### src/logic/serial_unit_defines.svh
// constants of the serial unit control and status words
`ifndef SERIAL_UNIT_DEFINES_SVH
`define SERIAL_UNIT_DEFINES_SVH

// ****************************************
// word offsets in shared data memory
// ****************************************
`define CTRL_OFS 2'h0
`define STAT_OFS 2'h1
`define SYNADDR_OFS 2'h2

// ****************************************
// control word fields
// ****************************************
`define CTRL_RUN_LSB 0
`define CTRL_TMO_LSB 4
`define CTRL_CNT_LSB 8
`define CTRL_RESET 16'h0000
`define RUN_DIGIT 4'h1
`define MAX_UNITS 6'h20

// ****************************************
// status word fields
// ****************************************
`define STAT_CODE_LSB 0
`define STAT_STOP_LSB 8
`define STAT_FLAG_LSB 12
`define STAT_RESET 16'h0000
`define SYNADDR_RESET 16'h0000
`define CODE_WDT 8'h01
`define CODE_SYNTAX 8'h02
`define CODE_DM_ALLOC 8'h15
`define ERR_FLAG_DIGIT 4'h8
`define STOP_DIGIT_RUN 4'h1
`define STOP_DIGIT_HALT 4'h0

// ****************************************
// timing
// ****************************************
`define CLK_MHZ 100
`define TMO_UNIT_MS 500
`define TMO_UNIT_CYC (`TMO_UNIT_MS * 1000 * `CLK_MHZ)
`define BLINK_HALF_MS 250
`define BLINK_HALF_CYC (`BLINK_HALF_MS * 1000 * `CLK_MHZ)

`endif

### src/logic/serial_unit_pkg.sv
// types of the serial unit control and status words
package serial_unit_pkg;

  // ****************************************
  // error events
  // ****************************************
  typedef struct packed {
    logic wdt;
    logic syntax;
    logic dm_alloc;
  } err_evt_t;

  // ****************************************
  // control word layout
  // ****************************************
  typedef struct packed {
    logic [7:0] count_bcd;
    logic [3:0] tmo_bcd;
    logic [3:0] run;
  } ctrl_word_t;

  typedef enum logic [1:0] {
    POLL_IDLE,
    POLL_ISSUE,
    POLL_WAIT
  } poll_state_t;

endpackage

### src/logic/interval_timer.sv
// one-shot down counter with a registered expiry pulse
`timescale 1ns/10ps
`default_nettype none

module interval_timer (
  input wire logic clk,
  input wire logic rst_b,
  input wire logic start,
  input wire logic abort,
  input wire logic [31:0] load,
  output logic busy,
  output logic expired
);

  logic [31:0] cnt_r;
  logic busy_r;
  logic expired_r;

  // ****************************************
  // counter
  // ****************************************
  always_ff @(posedge clk or negedge rst_b) begin
    if (!rst_b) begin
      cnt_r <= 32'h0;
      busy_r <= 1'b0;
      expired_r <= 1'b0;
    end else begin
      expired_r <= 1'b0;
      if (start) begin
        cnt_r <= load;
        busy_r <= 1'b1;
      end else if (abort) begin
        busy_r <= 1'b0;
      end else if (busy_r) begin
        // zero load still costs one cycle
        if (cnt_r <= 32'h1) begin
          busy_r <= 1'b0;
          expired_r <= 1'b1;
        end else begin
          cnt_r <= cnt_r - 32'h1;
        end
      end
    end
  end

  assign busy = busy_r;
  assign expired = expired_r;

endmodule // interval_timer

`default_nettype wire

### src/logic/serial_unit_control_status.sv
// control and status words of the serial polling unit
// Operation
// - run digit 1 starts polling and exchange
// - latched fatal error blocks polling despite run
// - run digit 0 means no component traffic
// - response timeout is (digit+1) times 500 ms
// - bcd component count 00 to 32
// - zero component count suppresses all traffic
// - error flag set: low byte holds code
// - watchdog: code 01, halt, led steady
// - syntax: record address, code 02, halt, blink
// - missing memory address: code 15, halt, steady
// - any error halts, stop digit cleared
// - top status digit 8 on error
// - no error: last unit to answer ok, run digit
// - syntax address word keeps first error
`timescale 1ns/10ps
`default_nettype none
`include "serial_unit_defines.svh"

module serial_unit_control_status #(
  parameter logic [31:0] TMO_UNIT_CYC = 32'(`TMO_UNIT_CYC),
  parameter logic [31:0] BLINK_HALF_CYC = 32'(`BLINK_HALF_CYC)
) (
  input wire logic clk,
  input wire logic rst_b,
  input wire logic cpu_wr,
  input wire logic cpu_rd,
  input wire logic [1:0] cpu_addr,
  input wire logic [15:0] cpu_wdata,
  output logic [15:0] cpu_rdata,
  input wire serial_unit_pkg::err_evt_t err_evt,
  input wire logic [15:0] syntax_addr_bcd,
  input wire logic resp_valid,
  input wire logic resp_ok,
  output logic poll_req,
  output logic [4:0] poll_unit,
  output logic running,
  output logic err_led
);

  serial_unit_pkg::ctrl_word_t ctrl_r;
  logic [15:0] stat_r;
  logic [15:0] stat_nxt;
  logic [15:0] synaddr_r;
  logic [15:0] cpu_rdata_r;
  logic [7:0] code_r;
  logic fatal_r;
  logic nonfatal_r;
  logic [3:0] run_prev_r;
  serial_unit_pkg::poll_state_t state_r;
  logic [4:0] idx_r;
  logic [7:0] last_unit_r;
  logic poll_req_r;
  logic [4:0] poll_unit_r;
  logic running_r;
  logic err_led_r;
  logic blink_r;
  logic [5:0] units;
  logic [6:0] units_raw;
  logic [7:0] idx_bcd;
  logic go;
  logic any_err;
  logic [31:0] tmo_load;
  logic tmo_start;
  logic tmo_abort;
  logic tmo_exp;
  logic blink_busy;
  logic blink_exp;
  logic [4:0] idx_next;

  // ****************************************
  // decoded control settings
  // ****************************************
  // counts above 32 are clamped rather than wrapping
  // seven bits, since two bcd digits reach 99
  always_comb begin
    units_raw = 7'(ctrl_r.count_bcd[7:4]) * 7'd10 + 7'(ctrl_r.count_bcd[3:0]);
    units = units_raw[5:0];
    if (units_raw > 7'(`MAX_UNITS)) begin
      units = `MAX_UNITS;
    end
  end

  assign any_err = fatal_r | nonfatal_r;
  assign go = (ctrl_r.run == `RUN_DIGIT)
    && !fatal_r
    && !nonfatal_r
    && (units != 6'h0);
  assign tmo_load = (32'(ctrl_r.tmo_bcd) + 32'h1) * TMO_UNIT_CYC;
  assign tmo_start = (state_r == serial_unit_pkg::POLL_ISSUE);
  assign tmo_abort = (state_r == serial_unit_pkg::POLL_WAIT) && (!go || resp_valid);
  assign idx_next = (6'(idx_r) + 6'h1 >= units) ? 5'h0 : idx_r + 5'h1;

  // ****************************************
  // word port
  // ****************************************
  always_ff @(posedge clk or negedge rst_b) begin
    if (!rst_b) begin
      ctrl_r <= `CTRL_RESET;
    end else if (cpu_wr && cpu_addr == `CTRL_OFS) begin
      ctrl_r <= cpu_wdata;
    end
  end

  always_ff @(posedge clk or negedge rst_b) begin
    if (!rst_b) begin
      cpu_rdata_r <= 16'h0000;
    end else if (cpu_rd) begin
      case (cpu_addr)
        `CTRL_OFS: cpu_rdata_r <= ctrl_r;
        `STAT_OFS: cpu_rdata_r <= stat_r;
        `SYNADDR_OFS: cpu_rdata_r <= synaddr_r;
        default: cpu_rdata_r <= 16'h0000;
      endcase
    end
  end

  // ****************************************
  // error latches
  // ****************************************
  // watchdog is cleared only by reset; the others by a run to stop step
  always_ff @(posedge clk or negedge rst_b) begin
    if (!rst_b) begin
      run_prev_r <= 4'h0;
      fatal_r <= 1'b0;
      nonfatal_r <= 1'b0;
      code_r <= 8'h00;
    end else begin
      run_prev_r <= ctrl_r.run;
      if (err_evt.wdt) begin
        fatal_r <= 1'b1;
        nonfatal_r <= 1'b0;
        code_r <= `CODE_WDT;
      end else if (err_evt.dm_alloc && code_r != `CODE_WDT) begin
        fatal_r <= 1'b1;
        nonfatal_r <= 1'b0;
        code_r <= `CODE_DM_ALLOC;
      end else if (err_evt.syntax && !fatal_r) begin
        nonfatal_r <= 1'b1;
        code_r <= `CODE_SYNTAX;
      end else if (run_prev_r == `RUN_DIGIT && ctrl_r.run != `RUN_DIGIT
                   && code_r != `CODE_WDT) begin
        fatal_r <= 1'b0;
        nonfatal_r <= 1'b0;
        code_r <= 8'h00;
      end
    end
  end

  always_ff @(posedge clk or negedge rst_b) begin
    if (!rst_b) begin
      synaddr_r <= `SYNADDR_RESET;
    end else if (err_evt.syntax && !any_err) begin
      synaddr_r <= syntax_addr_bcd;
    end
  end

  // ****************************************
  // polling sequencer
  // ****************************************
  always_ff @(posedge clk or negedge rst_b) begin
    if (!rst_b) begin
      state_r <= serial_unit_pkg::POLL_IDLE;
      idx_r <= 5'h0;
      poll_req_r <= 1'b0;
      poll_unit_r <= 5'h0;
    end else begin
      poll_req_r <= 1'b0;
      case (state_r)
        serial_unit_pkg::POLL_IDLE: begin
          if (go) begin
            state_r <= serial_unit_pkg::POLL_ISSUE;
          end else begin
            idx_r <= 5'h0;
          end
        end
        serial_unit_pkg::POLL_ISSUE: begin
          if (go) begin
            poll_req_r <= 1'b1;
            poll_unit_r <= idx_r;
            state_r <= serial_unit_pkg::POLL_WAIT;
          end else begin
            state_r <= serial_unit_pkg::POLL_IDLE;
          end
        end
        serial_unit_pkg::POLL_WAIT: begin
          if (!go) begin
            state_r <= serial_unit_pkg::POLL_IDLE;
          end else if (resp_valid || tmo_exp) begin
            idx_r <= idx_next;
            state_r <= serial_unit_pkg::POLL_ISSUE;
          end
        end
        default: begin
          state_r <= serial_unit_pkg::POLL_IDLE;
        end
      endcase
    end
  end

  // ****************************************
  // unit number in bcd
  // ****************************************
  // unit numbers stop at 31, so three compares cover the tens digit
  always_comb begin
    if (idx_r >= 5'd30) begin
      idx_bcd = {4'h3, 4'(idx_r - 5'd30)};
    end else if (idx_r >= 5'd20) begin
      idx_bcd = {4'h2, 4'(idx_r - 5'd20)};
    end else if (idx_r >= 5'd10) begin
      idx_bcd = {4'h1, 4'(idx_r - 5'd10)};
    end else begin
      idx_bcd = {4'h0, 4'(idx_r)};
    end
  end

  always_ff @(posedge clk or negedge rst_b) begin
    if (!rst_b) begin
      last_unit_r <= 8'h00;
    end else if (ctrl_r.run != `RUN_DIGIT || units == 6'h0) begin
      last_unit_r <= 8'h00;
    end else if (state_r == serial_unit_pkg::POLL_WAIT && go && resp_valid && resp_ok) begin
      last_unit_r <= idx_bcd;
    end
  end

  // ****************************************
  // status word
  // ****************************************
  always_comb begin
    if (any_err) begin
      stat_nxt = {`ERR_FLAG_DIGIT, `STOP_DIGIT_HALT, code_r};
    end else begin
      stat_nxt = {4'h0, (go ? `STOP_DIGIT_RUN : `STOP_DIGIT_HALT), last_unit_r};
    end
  end

  always_ff @(posedge clk or negedge rst_b) begin
    if (!rst_b) begin
      stat_r <= `STAT_RESET;
      running_r <= 1'b0;
    end else begin
      stat_r <= stat_nxt;
      running_r <= go;
    end
  end

  // ****************************************
  // timers and error indicator
  // ****************************************
  interval_timer u_tmo (
    .clk(clk),
    .rst_b(rst_b),
    .start(tmo_start),
    .abort(tmo_abort),
    .load(tmo_load),
    .busy(),
    .expired(tmo_exp)
  );

  // free running, so the blink phase is not tied to the error moment
  interval_timer u_blink (
    .clk(clk),
    .rst_b(rst_b),
    .start(!blink_busy),
    .abort(1'b0),
    .load(BLINK_HALF_CYC),
    .busy(blink_busy),
    .expired(blink_exp)
  );

  always_ff @(posedge clk or negedge rst_b) begin
    if (!rst_b) begin
      blink_r <= 1'b0;
    end else if (blink_exp) begin
      blink_r <= !blink_r;
    end
  end

  always_ff @(posedge clk or negedge rst_b) begin
    if (!rst_b) begin
      err_led_r <= 1'b0;
    end else if (fatal_r) begin
      err_led_r <= 1'b1;
    end else if (nonfatal_r) begin
      err_led_r <= blink_r;
    end else begin
      err_led_r <= 1'b0;
    end
  end

  assign cpu_rdata = cpu_rdata_r;
  assign poll_req = poll_req_r;
  assign poll_unit = poll_unit_r;
  assign running = running_r;
  assign err_led = err_led_r;

endmodule // serial_unit_control_status

`default_nettype wire

### config.mk
export PLATFORM = sky130hd
export DESIGN_NAME = serial_unit_control_status
export DESIGN_NICKNAME = d
export VERILOG_FILES = /design/src/logic/serial_unit_pkg.sv /design/src/logic/interval_timer.sv /design/src/logic/serial_unit_control_status.sv
export VERILOG_INCLUDE_DIRS = /design/src /design/src/logic
export SDC_FILE = /design/constraint.sdc
export NUM_CORES = 1
export LEC_CHECK = 0
export ABC_AREA = 1
export ABC_CLOCK_PERIOD_IN_PS = 7700
export CELL_PAD_IN_SITES_DETAIL_PLACEMENT = 1
export CELL_PAD_IN_SITES_GLOBAL_PLACEMENT = 1
export CORE_UTILIZATION = 52
export DETAILED_ROUTE_END_ITERATION = 7
export DONT_BUFFER_PORTS = 1
export PLACE_DENSITY_LB_ADDON = 0.3
export RECOVER_POWER = 25
export SYNTH_ARGS = -nofsm -noshare
export SYNTH_HDL_FRONTEND = slang
export SYNTH_SLANG_ARGS = --single-unit
### constraint.sdc
create_clock -name clk -period 7.7 [get_ports clk]
set_clock_uncertainty 0.15 [all_clocks]
set_input_delay 1.54 -clock clk [delete_from_list [all_inputs] [get_ports clk]]
set_output_delay 1.54 -clock clk [all_outputs]
set_load 0.1 [all_outputs]
# Word level (Yosys, flattened, before mapping)
# Cells that the tools add are included.
# totals
reg_bits	170
input_bits	43
out_inout_bits	24
word_cells	147
# op_classes
n_addsub	9
multipliers	2
order_cmp	7
eq_ne	17
mux	52
bitwise_logic	1
reduce_logical	35
# ops
op	n
32-bit 2-to-1 mux	6
32-bit by 1-bit less-or-equal comparator with 1-bit output (second input constant)	2
32-bit by 1-bit subtractor with 32-bit output (second input constant)	2
8-bit 2-to-1 mux	6
16-bit one-hot mux with 3 select lines	1
5-bit 2-to-1 mux	5
5-bit by 19-bit multiplier with 24-bit output (second input constant)	1
1-bit 2-to-1 mux	24
6-bit 2-to-1 mux	3
16-bit 2-to-1 mux	1
1-bit logical AND	13
2-bit inequality test (second input constant)	6
5-bit >= comparator (second input constant)	2
5-bit one-hot mux with 2 select lines	1
4-bit by 1-bit equality test with 1-bit output (second input constant)	2
2-bit 2-to-1 mux	4
8-bit by 1-bit inequality test with 1-bit output (second input constant)	1
4-bit subtractor (second input constant)	2
7-bit by 4-bit adder with 7-bit output	1
7-bit by 6-bit > comparator with 1-bit output (second input constant)	1
5-bit by 1-bit adder with 6-bit output (second input constant)	1
6-bit >= comparator	1
6-bit logical NOT	1
4-bit by 3-bit multiplier with 6-bit output (second input constant)	1
22 further kinds	35

# Depth between registers and ports, before layout
# logic_depth
ltp_word	11
mapped_depth	21
depth_no_buf	21

# Modules after synthesis
# Synthesis repeated with hierarchy kept, for this count alone.
# unflattened
hier_cells	1442
hier_area_um2	10812.9
# by_module_without_submodules
module	instances	cells_per_inst	area_per_inst_um2	seq_area_each_um2
serial_unit_control_status	1	642	5753.0	2152.1
interval_timer (u_blink)	1	402	2538.7	850.8
interval_timer (u_tmo)	1	398	2521.2	850.8

# Worst setup path before layout
# OpenSTA, ideal clock, no wires.
# synth_timing
path_type	reg-to-reg
startpoint	reg ctrl_r[4] (netlist bit)
endpoint	reg u_tmo.cnt_r[29]
setup_time_ns	0.117
arrival_time_ns	3.940
t_required_ns	7.433
slack_ns	3.493
stages_incl_launch_ff	21
n_path_buf	0
period_less_slack_ns	4.207
path_cell_list	dfrtp_1 -> ha_1 -> nand2_1 -> nor2_1 -> inv_1 -> fa_1 -> inv_1 -> fa_1 -> inv_1 -> fa_1 -> ha_1 -> nand2_1 -> nor2_1 -> and2_1 -> nand2_1 -> nand2_1 -> nand2_1 -> nand3_1 -> nand2_1 -> nand3_1 -> nand2_1
# synth_between
elab_chain_cells	3
# synth_rtl
element	line	rtl
start, declared	serial_unit_control_status.sv:42	serial_unit_pkg::ctrl_word_t ctrl_r;
start signal, assigned	serial_unit_control_status.sv:100	ctrl_r <= `CTRL_RESET;
start signal, assigned	serial_unit_control_status.sv:102	ctrl_r <= cpu_wdata;
4-bit by 1-bit adder with 5-bit output	serial_unit_control_status.sv:90	assign tmo_load = (32'(ctrl_r.tmo_bcd) + 32'h1) * TMO_UNIT_CYC;
5-bit by 19-bit multiplier with 24-bit output	serial_unit_control_status.sv:90	
32-bit 2-to-1 mux	interval_timer.sv:29	if (start) begin
end signal, assigned	interval_timer.sv:30	cnt_r <= load;
end signal, assigned	interval_timer.sv:40	cnt_r <= cnt_r - 32'h1;
end, declared	interval_timer.sv:15	logic [31:0] cnt_r;
# Every way passes these cells.
# A chain may end at the register's enable or synchronous reset.

# Worst setup path in the final report
# layout_timing
startpoint	reg ctrl_r[4] (netlist bit)
endpoint	reg u_tmo.cnt_r[28]
# The elaborated chain is that of the path after synthesis.

==> key figures <==
Global route
  – Initial antenna violation count: 0
  – Gr usage total: 34.3%
  – GR Overflow Total: 0
  – Vias in the first global route: 10125
  – First-pass GRT wire length: 53700 um
  – Largest net degree at the start of global routing: between 150 and 200

Setup path
  – R2R Path Start: ctrl_r[4]
  – Crit end category: flop
  – Worst R2R Setup Slack: 2.63 ns
  – Slowest stage delay, CP: approximately 0.73 ns
  – Reg-to-Reg End: u_tmo.cnt_r[28]
  – CP max FO: 8
  – Crit path buf inv count: 3
  – CP required: 7.88 ns
  – CP startpoint kind: flop
  – Arr. time, crit path: 5.26 ns
  – Crit path kind: reg -> reg
  – Top delay family on crit path: adder cells
  – Critical path cell sequence: ha_1 -> nand2_1 -> nor2_1 -> inv_1 -> fa_1 -> inv_1 -> fa_1 -> inv_1 -> fa_1 -> ha_1 -> nand2_1 -> nor2_1 -> and2_1 -> nand2_1 -> nand2_1 -> nand2_1 -> nand3_1 -> nand2_1 -> nand3_1 -> nand2_1
  – Slowest library cell on the worst path: fa_1
  – Worst R2R Path Depth: 20
  – Critical path's most frequent cell: nand2_1

Synthesis
  – EDFF count, synth: 0
  – Post-synthesis register bit count: 154
  – Commonest cells post-synth: nand2_1, nor2_1, inv_1, dfrtp_1, nand3_1
  – Sequential fraction of the synthesis area: 37.1%
  – Mean post-synth cell area: 7.43 um2
  – Leading register cell type out of synthesis: dfrtp_1
  – Post-synthesis cell type count: 42
  – Synthesis Warnings: 0
  – Synth async-reset ratio: 100%
  – Synth top area share: 37.1%
  – Most frequent cell after synthesis: nand2_1
  – Net count after synthesis: 1518
  – Synth top area cells: dfrtp_1, nand2_1, ha_1
  – Dominant cell type by area after synthesis: dfrtp_1
  – Mapped Area: slightly above 10000 um2
  – Gate Count Post-Synth: between 1000 and 1500

Timing
  – Slew @ Worst Pin: 0.958 ns
  – Final Max Tran Viols: 0
  – Final period util: 65.9%
  – Setup TNS: 0 ns
  – Tmin final: 5.07 ns
  – RSZ-0062 raised after global routing: false
  – Relative slew slack: 36.1%
  – Setup Viol. Count Final: 0
  – Final hold vios: 0
  – Achievable frequency: 0.197 GHz

Worst hold path
  – Hold_sp: ctrl_r[3]
  – Worst hold endpoint: run_prev_r[3]
  – HP Class: reg -> reg
  – Hold path depth: 0

Pwr
  – VDD IR max: 0.241 mV
  – Leakage power total: roughly 6.1 nW
  – P per Cell Area: between 300 and 400 nW/um2

Clocking
  – Post-CTS Hold Fix Bufs: 0
  – # clock sinks: 154
  – CTS Buffer Depth: 2
  – CTS tree: built
  – Clock transition at the registers of the reported paths: 0.07 ns
  – Root buffer cell: clkbuf_16
  – H-tree Lvls: 4
  – Post-CTS setup buffers: 0
  – CTS Buf Count: 17
  – Clk Latency, worst-skew pair: 0.45 ns
  – # resized after CTS: 0

Placement
  – Cell Area, Placed: 10600 um2
  – RePlAce Congestion: around 0.90
  – HPWL Detailed: 23200 um
  – IO buf count: 0

Final layout
  – Ant. Diodes: 0
  – Final Util: ~57%
  – Area growth, synth to finish: 7.62%
  – Fillers: 2473
  – Final nets: 1510
  – Share of layout cells above drive strength 1: between 6 and 7%
  – Finished Cell Area: 11200 um2
  – FF/Latch Area: 3850 um2
  – Multi-input gate area: 5740 um2

Floorplan
  – Core area: 19500 um2
  – Die ar.: approximately 21000 um2
  – Starting density of the core: 53.2%
  – # IOs: 67
  – Die height: 143 um
  – Std cell rows: 51
  – Die X: roughly 140 um

Job
  – MaxCap Viol Count: 0

Drt
  – Residual DRC: 0
  – Post-DRT Antenna Nets: 0
  – Vias/cell: between 5 and 6
  – Routed wire length: 33700 um
  – Drt wl/cell: 20.2 um
  – Vias: 9560
  – Router iterations before antenna repair: 5
  – Drt initial violations: 660

Status
  – Status: completed
## flip-flops by register name, summed over array words and instances (netlist names), 2 cells and up
register	cells
run_prev_r	4
synaddr_r	16
stat_r	8
u_blink.cnt_r	32
last_unit_r	6
state_r	2
idx_r	5
u_tmo.cnt_r	32
poll_unit	5
code_r	3
cpu_rdata	16
ctrl_r	16
## area by class of cell
class / instances / area share (%)
Tap cell: 265 / 2.96
Sequential cell: 154 / 34.5
Inverter: 168 / 5.64
Clock inverter: 15 / 1.58
Multi-Input combinational cell: 1046 / 51.4
Timing Repair Buffer: 3 / 0.201
Clock buffer: 17 / 3.80
## worst max path at each step
stage	startpoint	to	slack, ns	cells after the start
floorplan	ctrl_r[4]	u_tmo.cnt_r[29]	3.49	20
finish	ctrl_r[4]	u_tmo.cnt_r[28]	2.63	20
global placement	ctrl_r[4]	u_tmo.cnt_r[29]	3.12	20
CTS	ctrl_r[4]	u_tmo.cnt_r[28]	2.66	20
global route	ctrl_r[4]	u_tmo.cnt_r[29]	2.28	20
detailed placement	ctrl_r[4]	u_tmo.cnt_r[28]	2.81	20
## power by group
part           switching (mW)  internal [mW]
clock                   0.405          0.492
sequential              0.115          0.851
combinational            1.35          0.669
total                    1.87           2.01
## kinds of logic (layout without fill, tap and decap cells)
group / Yosys count / after routing / synth area share [%]
simple gates: 802 / 802 / 32.6
compound gates: 92 / 92 / 4.96
xor+xnor: 44 / 44 / 3.71
flops: 154 / 154 / 37.1
fa+ha+maj: 77 / 77 / 10.6
mux: 31 / 31 / 3.36
buf+inv: 198 / 203 / 7.65
## stage by stage
stage / total power [mW] / hold WS [ns] / setup WS (ns) / instances
after floorplan: 2.31 / 0.204 / 3.49 / 1398
after global placement: 2.78 / 0.208 / 3.12 / 1636
after detailed placement: 2.89 / 0.213 / 2.81 / 1636
after CTS: 3.84 / 0.230 / 2.66 / 1668
after global routing: 4.13 / 0.246 / 2.28 / 1668
final: 3.88 / 0.228 / 2.63 / 1668
## layer usage
| layer | vias to the layer above | routed length [um] | global-route usage (%) |
|---|---|---|---|
| li1 | 4426 | - | - |
| met2 | 301 | 16800 | 61.0 |
| met4 | 0 | 1040 | 12.4 |
| met1 | 4739 | 14100 | 41.0 |
| met3 | 94 | 1730 | 6.56 |
| met5 | - | 0 | 0 |
## cells in the final DEF, fill, tap and decap left out, types with 4 or more instances in the layout
master     instances
nand2_1          405
nor2_1           189
inv_1            165
dfrtp_1          154
nand3_1          124
ha_1              58
o21ai_0           32
mux2_2            31
a21oi_1           29
nor3_1            26
xor2_1            24
xnor2_1           20
nand4_1           19
fa_1              19
clkbuf_16         17
a31oi_1           10
o211ai_1           7
or2_2              7
inv_6              6
and2_1             5
nor2_2             4
o21ai_1            4
nand3b_1           4
nor4_1             4
inv_8              4
## worst reg2reg max path: stages, from the launching register on
cell	delay [ns]
dfrtp_1	0.60
ha_1	0.29
nand2_1	0.09
nor2_1	0.39
inv_1	0.23
fa_1	0.73
inv_1	0.10
fa_1	0.52
inv_1	0.08
fa_1	0.48
ha_1	0.40
nand2_1	0.10
nor2_1	0.18
and2_1	0.15
nand2_1	0.07
nand2_1	0.07
nand2_1	0.05
nand3_1	0.09
nand2_1	0.06
nand3_1	0.08
nand2_1	0.06
Note: power is estimated with default switching activity, not from simulation.
